<file path="src/core/pmwd_pkg.sv">
/*
 * pmwd_pkg: shared constants for the power-management watchdog block.
 * Assumes a 40 MHz system clock; all counts derived from that rate.
 */
package pmwd_pkg;
    // ------------------------------------------------------------------
    // register indexes behind the index/data pair
    // ------------------------------------------------------------------
    localparam logic [2:0] IDX_CLOCK_GATE_CONTROL = 3'h4;
    localparam logic [2:0] IDX_TIMEOUT_PERIOD = 3'h5;
    localparam logic [2:0] IDX_TRIGGER_CONFIG = 3'h6;
    localparam logic [2:0] IDX_TIMEOUT_STATUS = 3'h7;
    // port selector: 0 = index port, 1 = data port
    localparam logic PORT_INDEX = 1'b0;
    localparam logic PORT_DATA = 1'b1;
    // ------------------------------------------------------------------
    // reset values and field positions
    // ------------------------------------------------------------------
    localparam logic [7:0] RST_CLOCK_GATE_CONTROL = 8'h0e;
    localparam logic [7:0] RST_TIMEOUT_PERIOD = 8'h00;
    localparam logic [3:0] RST_TRIGGER_CONFIG = 4'h0;
    localparam logic [7:0] RST_TIMEOUT_STATUS = 8'h01;
    localparam logic [2:0] RST_INDEX = 3'h0;
    localparam int GATE_PARALLEL_BIT = 1;
    localparam int GATE_SECOND_SERIAL_BIT = 2;
    localparam int GATE_FIRST_SERIAL_BIT = 3;
    localparam int BUSY_SECOND_SERIAL_BIT = 6;
    localparam int BUSY_FIRST_SERIAL_BIT = 7;
    localparam int TRIGGER_COUNT = 4;
    // ------------------------------------------------------------------
    // timing
    // ------------------------------------------------------------------
    localparam longint CLOCK_HZ = 40000000;
    localparam longint TICK_SECONDS = 60;
    localparam longint TICK_CYCLES = CLOCK_HZ * TICK_SECONDS;
endpackage : pmwd_pkg

</file>
<file path="src/core/pmwd_prescaler.sv">
/*
 * pmwd_prescaler: divides the system clock down to a one-minute tick.
 * Assumes restart is asserted whenever the countdown reloads or clears.
 */
`timescale 1ns/1ps
`default_nettype none
module pmwd_prescaler #(
    parameter logic [31:0] TICK_CYCLES = 32'd2400000000
) (
    // clock and reset
    input wire logic mclk,
    input wire logic sys_rst,
    // control
    input wire logic restart,
    input wire logic run,
    // tick out
    output logic tick
);
    // cycles elapsed in the current minute
    logic [31:0] count;

    // ------------------------------------------------------------------
    // divider
    // ------------------------------------------------------------------
    // restart keeps a fresh reload from getting a short first minute
    always_ff @(posedge mclk)
    begin
        if (sys_rst || restart || !run)
        begin
            count <= 32'h0;
            tick <= 1'b0;
        end
        else if (count == TICK_CYCLES - 32'h1)
        begin
            count <= 32'h0;
            tick <= 1'b1;
        end
        else
        begin
            count <= count + 32'h1;
            tick <= 1'b0;
        end
    end
endmodule : pmwd_prescaler
`default_nettype wire

</file>
<file path="src/core/pmwd_top.sv">
/*
 * pmwd_top: power-management clock gates and inactivity watchdog,
 * reached through an index/data port pair.
 * Assumes synchronous host strobes, one cycle each, and interrupt
 * inputs already resolved to logical activity (high = active).
 */
// Function
// - clock gate register resets to 0x0e
// - parallel clock needs gate bit1 and config
// - second serial clock needs bit2 and config
// - first serial clock needs bit3 and config
// - bits 6,7 read serial busy flags
// - period reads programmed value, not countdown
// - period clears on reset and activation
// - writing zero stops countdown, output inactive
// - nonzero period loads, decrements each minute
// - reaching zero asserts output, stops counting
// - nonzero write returns output high
// - software reset deactivates device, resets watchdog
// - enabled trigger reloads programmed period
// - triggers use logical interrupt activity
// - four trigger enables select sources
// - trigger enables clear on reset, activation
// - status bit0 reads inverse of activity
// - status tracks timeout regardless of pin use
// - index port selects, data port accesses
// - index bits 7..3 read zero
`timescale 1ns/1ps
`default_nettype none
module pmwd_top
    import pmwd_pkg::*;
#(
    parameter logic [31:0] MINUTE_CYCLES = 32'(TICK_CYCLES)
) (
    // clock and reset
    input wire logic mclk,
    input wire logic sys_rst,
    // host index/data port
    input wire logic host_sel,
    input wire logic host_wr,
    input wire logic host_rd,
    input wire logic [7:0] host_wdata,
    output logic [7:0] host_rdata,
    // logical device control
    input wire logic soft_reset,
    input wire logic pm_activate,
    output logic pm_active,
    // per-port configuration clock bits and busy flags
    input wire logic parallel_cfg_clk_en,
    input wire logic second_serial_cfg_clk_en,
    input wire logic first_serial_cfg_clk_en,
    input wire logic second_serial_busy,
    input wire logic first_serial_busy,
    // clock gate outputs
    output logic parallel_clk_en,
    output logic second_serial_clk_en,
    output logic first_serial_clk_en,
    // trigger sources
    input wire logic keyboard_irq_active,
    input wire logic mouse_irq_active,
    input wire logic first_serial_irq_active,
    input wire logic second_serial_irq_active,
    // timeout
    output logic inactivity_timeout_out_n
);
    // ------------------------------------------------------------------
    // state
    // ------------------------------------------------------------------
    typedef enum {WD_IDLE, WD_COUNT, WD_EXPIRED} pmwd_state_type;
    pmwd_state_type state; // watchdog phase
    logic [2:0] index_reg; // selected register
    logic [3:0] gate_bits; // writable gate bits 3..1
    logic [7:0] timeout_period; // programmed period
    logic [7:0] countdown; // live count, not readable
    logic [3:0] trigger_config; // trigger enables
    logic [3:0] trig_src; // raw trigger sources
    logic [3:0] trig_hit; // enabled active sources
    logic data_wr; // write to data port
    logic period_wr; // write to period register
    logic reinit; // activation or software reset
    logic minute_tick; // one per minute
    logic restart_tick; // restarts prescaler
    logic [7:0] next_rdata; // read mux

    assign data_wr = host_wr && host_sel == PORT_DATA;
    assign period_wr = data_wr && index_reg == IDX_TIMEOUT_PERIOD;
    assign reinit = pm_activate || soft_reset;
    assign trig_src = {second_serial_irq_active, first_serial_irq_active,
                       mouse_irq_active, keyboard_irq_active};

    // ------------------------------------------------------------------
    // trigger qualification
    // ------------------------------------------------------------------
    genvar gi;
    generate
        for (gi = 0; gi < TRIGGER_COUNT; gi++)
        begin : g_trig
            // only the logical level matters, not pin polarity
            assign trig_hit[gi] = trigger_config[gi] && trig_src[gi];
        end
    endgenerate

    // ------------------------------------------------------------------
    // logical device active flag
    // ------------------------------------------------------------------
    always_ff @(posedge mclk)
    begin
        if (sys_rst || soft_reset)
            pm_active <= 1'b0;
        else if (pm_activate)
            pm_active <= 1'b1;
    end

    // ------------------------------------------------------------------
    // index port
    // ------------------------------------------------------------------
    always_ff @(posedge mclk)
    begin
        if (sys_rst)
            index_reg <= RST_INDEX;
        else if (host_wr && host_sel == PORT_INDEX)
            index_reg <= host_wdata[2:0]; // upper bits dropped
    end

    // ------------------------------------------------------------------
    // clock gate control register
    // ------------------------------------------------------------------
    always_ff @(posedge mclk)
    begin
        if (sys_rst)
            gate_bits <= RST_CLOCK_GATE_CONTROL[3:0];
        else if (data_wr && index_reg == IDX_CLOCK_GATE_CONTROL)
            gate_bits <= {host_wdata[3:1], 1'b0}; // bit0 reserved
    end

    // ------------------------------------------------------------------
    // gated clock enables, registered
    // ------------------------------------------------------------------
    always_ff @(posedge mclk)
    begin
        if (sys_rst)
        begin
            parallel_clk_en <= 1'b0;
            second_serial_clk_en <= 1'b0;
            first_serial_clk_en <= 1'b0;
        end
        else
        begin
            parallel_clk_en <= gate_bits[GATE_PARALLEL_BIT]
                && parallel_cfg_clk_en;
            second_serial_clk_en <= gate_bits[GATE_SECOND_SERIAL_BIT]
                && second_serial_cfg_clk_en;
            first_serial_clk_en <= gate_bits[GATE_FIRST_SERIAL_BIT]
                && first_serial_cfg_clk_en;
        end
    end

    // ------------------------------------------------------------------
    // trigger configuration register
    // ------------------------------------------------------------------
    always_ff @(posedge mclk)
    begin
        if (sys_rst || reinit)
            trigger_config <= RST_TRIGGER_CONFIG;
        else if (data_wr && index_reg == IDX_TRIGGER_CONFIG)
            trigger_config <= host_wdata[3:0]; // high nibble ignored
    end

    // ------------------------------------------------------------------
    // timeout period register
    // ------------------------------------------------------------------
    always_ff @(posedge mclk)
    begin
        if (sys_rst || reinit)
            timeout_period <= RST_TIMEOUT_PERIOD;
        else if (period_wr)
            timeout_period <= host_wdata;
    end

    // ------------------------------------------------------------------
    // watchdog countdown
    // ------------------------------------------------------------------
    // a write has priority over a same-cycle trigger or tick
    always_ff @(posedge mclk)
    begin
        if (sys_rst || reinit)
        begin
            state <= WD_IDLE;
            countdown <= 8'h00;
        end
        else if (period_wr)
        begin
            if (host_wdata == 8'h00)
            begin
                state <= WD_IDLE;
                countdown <= 8'h00;
            end
            else
            begin
                state <= WD_COUNT;
                countdown <= host_wdata;
            end
        end
        else
        begin
            case (state)
                WD_COUNT:
                begin
                    if (|trig_hit)
                        countdown <= timeout_period;
                    else if (minute_tick)
                    begin
                        countdown <= countdown - 8'h01;
                        if (countdown == 8'h01)
                            state <= WD_EXPIRED;
                    end
                end
                WD_EXPIRED:
                    state <= WD_EXPIRED; // stopped until rewrite
                WD_IDLE:
                    state <= WD_IDLE;
                default:
                    state <= WD_IDLE;
            endcase
        end
    end

    // ------------------------------------------------------------------
    // timeout output, active low
    // ------------------------------------------------------------------
    // status bit below reads the same flop, so it tracks even when the
    // pin is used for general purpose
    always_ff @(posedge mclk)
    begin
        if (sys_rst || reinit)
            inactivity_timeout_out_n <= 1'b1;
        else if (period_wr)
            inactivity_timeout_out_n <= 1'b1;
        else if (state == WD_COUNT && !(|trig_hit) && minute_tick
                 && countdown == 8'h01)
            inactivity_timeout_out_n <= 1'b0;
    end

    // ------------------------------------------------------------------
    // minute prescaler
    // ------------------------------------------------------------------
    assign restart_tick = period_wr || reinit || (|trig_hit);

    pmwd_prescaler #(
        .TICK_CYCLES(MINUTE_CYCLES)
    ) u_prescaler (
        .mclk(mclk),
        .sys_rst(sys_rst),
        .restart(restart_tick),
        .run(state == WD_COUNT),
        .tick(minute_tick)
    );

    // ------------------------------------------------------------------
    // read mux
    // ------------------------------------------------------------------
    always_comb
    begin
        next_rdata = 8'h00;
        if (host_sel == PORT_INDEX)
            next_rdata = {5'h00, index_reg};
        else
        begin
            case (index_reg)
                IDX_CLOCK_GATE_CONTROL:
                    next_rdata = {first_serial_busy, second_serial_busy,
                                  2'b00, gate_bits};
                IDX_TIMEOUT_PERIOD:
                    next_rdata = timeout_period;
                IDX_TRIGGER_CONFIG:
                    next_rdata = {4'h0, trigger_config};
                // same flop as the pin, whatever the pin is used for
                IDX_TIMEOUT_STATUS:
                    next_rdata = {7'h00,
                        inactivity_timeout_out_n};
                default:
                    next_rdata = 8'h00; // other indexes live elsewhere
            endcase
        end
    end

    // registered read data, valid the cycle after host_rd
    always_ff @(posedge mclk)
    begin
        if (sys_rst)
            host_rdata <= 8'h00;
        else if (host_rd)
            host_rdata <= next_rdata;
    end

    // ------------------------------------------------------------------
    // checks
    // ------------------------------------------------------------------
    property p_gate_reset;
        @(posedge mclk) sys_rst |=> gate_bits == RST_CLOCK_GATE_CONTROL[3:0];
    endproperty
    a_gate_reset: assert property (p_gate_reset)
        else $error("gate register reset value wrong");

    property p_par_clk;
        @(posedge mclk) disable iff (sys_rst)
        parallel_clk_en |-> $past(gate_bits[1]) && $past(parallel_cfg_clk_en);
    endproperty
    a_par_clk: assert property (p_par_clk)
        else $error("parallel clock on without both enables");

    property p_ser2_clk;
        @(posedge mclk) disable iff (sys_rst)
        ##1 second_serial_clk_en == $past(gate_bits[2]
            && second_serial_cfg_clk_en);
    endproperty
    a_ser2_clk: assert property (p_ser2_clk)
        else $error("second serial clock gate wrong");

    property p_ser1_clk;
        @(posedge mclk) disable iff (sys_rst)
        !first_serial_cfg_clk_en |=> !first_serial_clk_en;
    endproperty
    a_ser1_clk: assert property (p_ser1_clk)
        else $error("first serial clock ran with config bit clear");

    property p_zero_write;
        @(posedge mclk) disable iff (sys_rst)
        period_wr && host_wdata == 8'h00 |=> state == WD_IDLE
            && inactivity_timeout_out_n;
    endproperty
    a_zero_write: assert property (p_zero_write)
        else $error("zero write did not stop watchdog");

    property p_nonzero_write;
        @(posedge mclk) disable iff (sys_rst || reinit)
        period_wr && host_wdata != 8'h00 |=> inactivity_timeout_out_n
            && countdown == $past(host_wdata);
    endproperty
    a_nonzero_write: assert property (p_nonzero_write)
        else $error("nonzero write did not load and release");

    property p_expire;
        @(posedge mclk) disable iff (sys_rst)
        $fell(inactivity_timeout_out_n) |-> state == WD_EXPIRED
            && countdown == 8'h00;
    endproperty
    a_expire: assert property (p_expire)
        else $error("timeout asserted without expiry");

    property p_reload;
        @(posedge mclk) disable iff (sys_rst || reinit || period_wr)
        state == WD_COUNT && |trig_hit |=> countdown == $past(timeout_period);
    endproperty
    a_reload: assert property (p_reload)
        else $error("trigger did not reload countdown");

    property p_activate;
        @(posedge mclk) disable iff (sys_rst)
        pm_activate |=> timeout_period == 8'h00 && trigger_config == 4'h0;
    endproperty
    a_activate: assert property (p_activate)
        else $error("activation did not clear watchdog registers");

    property p_soft_reset;
        @(posedge mclk) disable iff (sys_rst)
        soft_reset |=> !pm_active && state == WD_IDLE;
    endproperty
    a_soft_reset: assert property (p_soft_reset)
        else $error("software reset missed");
endmodule : pmwd_top
`default_nettype wire

</file>
<file path="config.mk">
export PLATFORM = sky130hd
export DESIGN_NAME = pmwd_top
export DESIGN_NICKNAME = d
export VERILOG_FILES = /design/src/core/pmwd_pkg.sv /design/src/core/pmwd_prescaler.sv /design/src/core/pmwd_top.sv
export SDC_FILE = /design/constraint.sdc
export NUM_CORES = 1
export LEC_CHECK = 0
export ABC_AREA = 1
export BUFFER_PORTS_ARGS = -buffer_cell sky130_fd_sc_hd__buf_2
export CAP_MARGIN = 10
export CORE_MARGIN = 5
export CORE_UTILIZATION = 30
export CTS_BUF_LIST = sky130_fd_sc_hd__clkbuf_4
export DETAILED_ROUTE_END_ITERATION = 16
export SETUP_SLACK_MARGIN = 0.02
export SYNTH_ARGS = -nofsm -noshare
export SYNTH_HDL_FRONTEND = slang
export SYNTH_SLANG_ARGS = --single-unit
export TNS_END_PERCENT = 20
</file>
<file path="constraint.sdc">
create_clock -name mclk -period 1.43 [get_ports mclk]
set_input_delay 0.0715 -clock mclk [delete_from_list [all_inputs] [get_ports mclk]]
set_output_delay 0.0715 -clock mclk [all_outputs]
set_load 0.03 [all_outputs]
</file>
Word level (Yosys, flattened, before mapping)
Index checks and enable logic that the tools add are counted.

cells by class
  eq/ne operators = 12
  multiplexer cells = 14
  bitwise logic cells = 1
  add/subtract/negate cells = 2
  reduce and logical (&&, ||, !) cells = 32

operators with widths
  kind                                                    number
  two-way mux 32 bit                                      4
  equality test 32 x 2 -> 1 bit (second input constant)   2
  one-hot mux 32 bit (2 select lines)                     1
  two-way mux 8 bit                                       6
  adder 32 x 1 -> 32 bit (second input constant)          1
  equality test 32 x 1 -> 1 bit (second input constant)   1
  equality test 32 bit (second input constant)            1
  one-hot mux 8 bit (4 select lines)                      1
  logical AND 1 bit                                       15
  equality test 3 bit (second input constant)             4
  equality test 8 x 1 -> 1 bit (second input constant)    1
  logical NOT 8 bit                                       1
  subtractor 8 x 1 -> 8 bit (second input constant)       1
  logical OR 1 bit                                        7
  inequality test 3 bit (second input constant)           2
  OR reduction 2 bit                                      2
  OR reduction 4 bit                                      1
  inequality test 3 x 2 -> 1 bit (second input constant)  1
  AND reduction 3 bit                                     1
  nonzero test 3 bit                                      1
  logical NOT 1 bit                                       2
  two-way mux 1 bit                                       2
  AND reduction 2 bit                                     1
  nonzero test 2 bit                                      1
  NOT 1 bit                                               1

storage, ports and cells
  input bits = 24
  register bits after elaboration = 104
  word-level logic and storage cells = 75
  output and inout bits = 13

Logic depth before layout (Yosys ltp)
  depth after elaboration = 7
  gate-level depth with buffers = 10
  gate-level depth less buffers = 10

Modules after synthesis
A second synthesis with hierarchy kept.

second synthesis, totals
  cell total of the unflattened synthesis = 609
  area total of the unflattened synthesis = 3978.8 um^2

by module, submodules not included
  module          instances  seq. area each (um^2)  cells each  area an instance (um^2)
  pmwd_top        1          820.8                  319         2144.6
  pmwd_prescaler  1          660.6                  290         1834.3

Least setup slack after synthesis
No wires, ideal clock.

  path kind = register -> register
  from = reg u_prescaler.count[0]
  to = reg u_prescaler.count[19]
  buffers on the path = 1
  required time = 1.315 ns
  setup time = 0.115 ns
  period minus slack after synthesis = 1.531 ns
  cell stages (with the launch flop) = 10
  data arrival time = 1.417 ns
  slack = -0.101 ns
  path through = dfxtp_1 ha_1 nand2_2 nor2_2 nand2_2 clkinv_1 nand2_2 o21ai_4 buf_6 nor2_2

between the ends
  longest elaborated chain between the ends = 2
  elaborated cells between the ends (all ways) = 3
  classes of those cells = 1 x add/sub; 1 x eq/ne; 1 x reduce/logical

ends and longest elaborated chain
  what                                                                            RTL line              text
  from (decl)                                                                     pmwd_prescaler.sv:20  logic [31:0] count;
  from (signal assigned)                                                          pmwd_prescaler.sv:40  count <= count + 32'h1;
  parallel branches: the longest is 2 deep, another holds adder 32 x 1 -> 32 bit  --

Several ways; the timed one is not identified.
A chain may end at the register's enable or synchronous reset.

Final worst setup path
  from = reg u_prescaler.count[0]
  to = reg u_prescaler.count[16]

The elaborated chain is that of the path after synthesis.

==> results.sh <==
export IMPL_drtIter0Drc=215
export IMPL_powerDensity_mw_per_mm2=695.5
export IMPL_dr_pass1_iters=4
export IMPL_critPathLaunchType="register"
export IMPL_synth_area_per_cell_sq_um=6.784
export IMPL_gp_congestion=0.8760
export IMPL_yosysWarnings=0
export IMPL_finalClockSkew_ns=0.01758
export IMPL_min_path_type="in2reg"
export IMPL_grt_pass1_vias=3930
export IMPL_clockRootBuffer="clkbuf_4"
export IMPL_critPathMaxStageDelay_ns=0.40
export IMPL_ys_seq_elements=74
export IMPL_final_util_pct=41.37
export IMPL_start_util_pct=30.70
export IMPL_grt_max_degree=26
export IMPL_layout_drive_gt1_share_pct=26.43
export IMPL_cpMaxStageDelayCell="dfxtp_4"
export IMPL_slew_violations=0
export IMPL_power_frac_seq_pct=57.4
export IMPL_mappedNetlistArea_sq_mm=0.003874
export IMPL_vdd_ir_drop_max_v=0.0003397
export IMPL_cp_required_ns=1.75
export IMPL_max_freq_mhz=687.3
export IMPL_clk_pin_slew_ns=0.12
export IMPL_grt_overflow=0
export IMPL_crit_fanout=25
export IMPL_p_sw_uw=892.8
export IMPL_power_total_uw=3632
export IMPL_placed_area_sq_mm=0.004644
export IMPL_register_area_sq_mm=0.001506
export IMPL_final_cells=872
export IMPL_cts_buffers=9
export IMPL_ios=37
export IMPL_setup_ws_ns=-0.02486
export IMPL_cts_buffer_depth=2
export IMPL_synthToLayoutAreaGrowth_pct=34.79
export IMPL_power_share_clock_pct=35.4
export IMPL_cts_tree="yes"
export IMPL_core_sq_mm=0.01262
export IMPL_htreeDepth=3
export IMPL_largest_register="u_prescaler.count"
export IMPL_multi_input_area_sq_mm=0.002247
export IMPL_die_x_microns=123.6
export IMPL_outcome="finished with violations"
export IMPL_die_area_sq_mm=0.01528
export IMPL_pre_cts_slack_ns=-0.04800
export IMPL_arrival_ns=1.78
export IMPL_largest_reg_flops=32
export IMPL_place_inst=822
export IMPL_p_int_uw=2739
export IMPL_maxCapViolations=0
export IMPL_hold_violations=0
export IMPL_wirelength_microns=10900
export IMPL_p_leak_uw=0.002054
export IMPL_ys_types=34
export IMPL_wl_per_cell_microns=12.50
export IMPL_slew_headroom_pct=76.50
export IMPL_insertion_delay_ns=0.44
export IMPL_tightest_slew_ns=0.3522
export IMPL_path_class="reg2reg"
export IMPL_rsz0062_at_grt="true"
export IMPL_failed_checks="negative setup slack"
export IMPL_rows=41
export IMPL_place_hpwl_microns=8117
export IMPL_endpoint_kind="register"
export IMPL_final_fill_count=1346
export IMPL_fin_area_sq_mm=0.005221
export IMPL_path_common_cell="nand2_2"
export IMPL_ant_nets=0
export IMPL_io_buffers=36
export IMPL_power_frac_comb_pct=7.2
export IMPL_track_usage_pct=14.76
export IMPL_post_route_drc_count=0
export IMPL_vias_per_cell=4.664
export IMPL_finalSetupViolations=14
export IMPL_die_h_microns=123.6
export IMPL_synth_cells=571
export IMPL_switching_share_pct=24.58
export IMPL_cts_sinks=74
export IMPL_grt_pass1_wl_microns=18030
export IMPL_post_route_period_util_pct=101.7
export IMPL_ys_seq_area_share_pct=38.24
export IMPL_vias=4067
export IMPL_path_cells="ha_4 > nand2_4 > nor2_4 > nand2_2 > clkinv_1 > nand2_2 > o21ai_4 > buf_12 > nor3_1"
export IMPL_post_route_min_period_ns=1.455
export IMPL_diodes=0
export IMPL_synthesis_nets=599
export IMPL_antenna_found_initial=0
export IMPL_nets=723
[what timing repair did]
| action | in CTS | in global routing |
|---|---|---|
| gates resized for setup | 10 | 36 |
| hold buffers | 24 | 0 |
| setup buffers | 5 | 5 |
| pin swaps | 8 | 9 |
| setup endpoints to repair | 33 | 45 |
| endpoints found under the hold margin | 34 | 0 |
[placed cells by master, fill, tap and decap left out, drive strengths merged, types with 24 or more instances in the layout]
| cell type | n |
|---|---|
| nand2 | 153 |
| nor2 | 106 |
| buf | 96 |
| dfxtp | 74 |
| inv | 56 |
| nand3 | 48 |
| a21oi | 28 |
| dlygate4sd3 | 24 |
| o21ai | 24 |
| nor3 | 24 |
[stage by stage]
stage / TNS [ns] / hold WS [ns]
3_5_place_dp: -0.1705 / 0.2986
3_3_place_gp: -0.02086 / 0.2917
2_1_floorplan: 0 / 0.1409
4_1_cts: -0.8044 / 0.2332
6_report: -0.1044 / 0.2486
5_1_grt: -2.874 / 0.2574
[cell families after synthesis]
kind of cell	synth area share, %
compound gates	8.786
fa+ha+maj	1.292
simple gates	42.41
flops	38.24
buf+inv	6.783
xor+xnor	2.487
[cells in the mapped netlist]
cell type  number  area share, %
nor2_4          6            1.7
inv_2           2           0.19
ha_1            4            1.3
dfxtp_1        74             38
xnor2_1         2           0.45
nand3_1        42            5.4
buf_2           3           0.39
a21oi_2         7            1.6
o21ai_4         1           0.42
nor4_1          1           0.16
nor3_1         22            2.8
clkbuf_1        2           0.19
a21oi_1        21            2.7
nor3_2          1           0.26
or2_2           1           0.16
nor3b_1         1           0.19
inv_1          54            5.2
o22ai_1         1           0.16
a31oi_1         2           0.32
buf_6           2           0.58
nand2_4         1           0.29
nor2_2          6           0.97
o211ai_1        2           0.39
nand2_2         5           0.81
clkinv_1        2           0.19
nand2_1       147             14
nand3b_1        6            1.2
xor2_1          9            2.0
nor3_4          1           0.42
o21ai_0        23            3.0
nand4_1        19            3.1
nor2_1         94            9.1
a22o_1          1           0.23
nand3_2         6            1.6
[routing by layer]
layer / vias up / track usage [%] / wire, microns
li1: 2107 / - / -
met1: 1863 / 18.29 / 4966
met2: 83 / 25.82 / 5292
met3: 14 / 3.270 / 493
met4: 0 / 3.875 / 150
met5: - / 0 / 0
[critical path: cells and delay by family, from the launching register on]
kind                     cells  cell delay (ns)
adder cells (fa/ha/maj)      1             0.15
AO/OA/AOI/OAI                1             0.15
buffers and inverters        2             0.25
AND/OR/NAND/NOR              5             0.38
flip-flops                   1             0.40
[path summary, 6_finish.rpt]
| path | start | to | slack [ns] | cells after the start |
|---|---|---|---|---|
| max | u_prescaler.count[0]$_SDFF_PP0_ | u_prescaler.count[16]$_SDFF_PP0_ | -0.02 | 9 |
| min reg2reg | u_prescaler.count[0]$_SDFF_PP0_ | u_prescaler.count[0]$_SDFF_PP0_ | 0.48 | 1 |
| max reg2reg | u_prescaler.count[0]$_SDFF_PP0_ | u_prescaler.count[16]$_SDFF_PP0_ | -0.02 | 9 |
| min | second_serial_irq_active | u_prescaler.tick$_SDFF_PP0_ | 0.25 | 7 |
[power by group through the flow]
stage | clock, uW | combinational [uW] | sequential [uW]
detailed placement | 0 | 196 | 2130
CTS | 1340 | 249 | 2090
floorplan | 0 | 73.1 | 2150
global route | 1420 | 283 | 2090
global placement | 0 | 197 | 2130
finish | 1290 | 260 | 2090
[final cells by class]
type,instances,area share [%]
Multi-Input combinational cell,432,43.04
Sequential cell,74,28.85
Timing Repair Buffer,120,17.23
Inverter,58,4.218
Tap cell,172,4.122
Clock buffer,10,1.438
Clock inverter,6,1.102
Note: power is estimated with default switching activity, not from simulation.
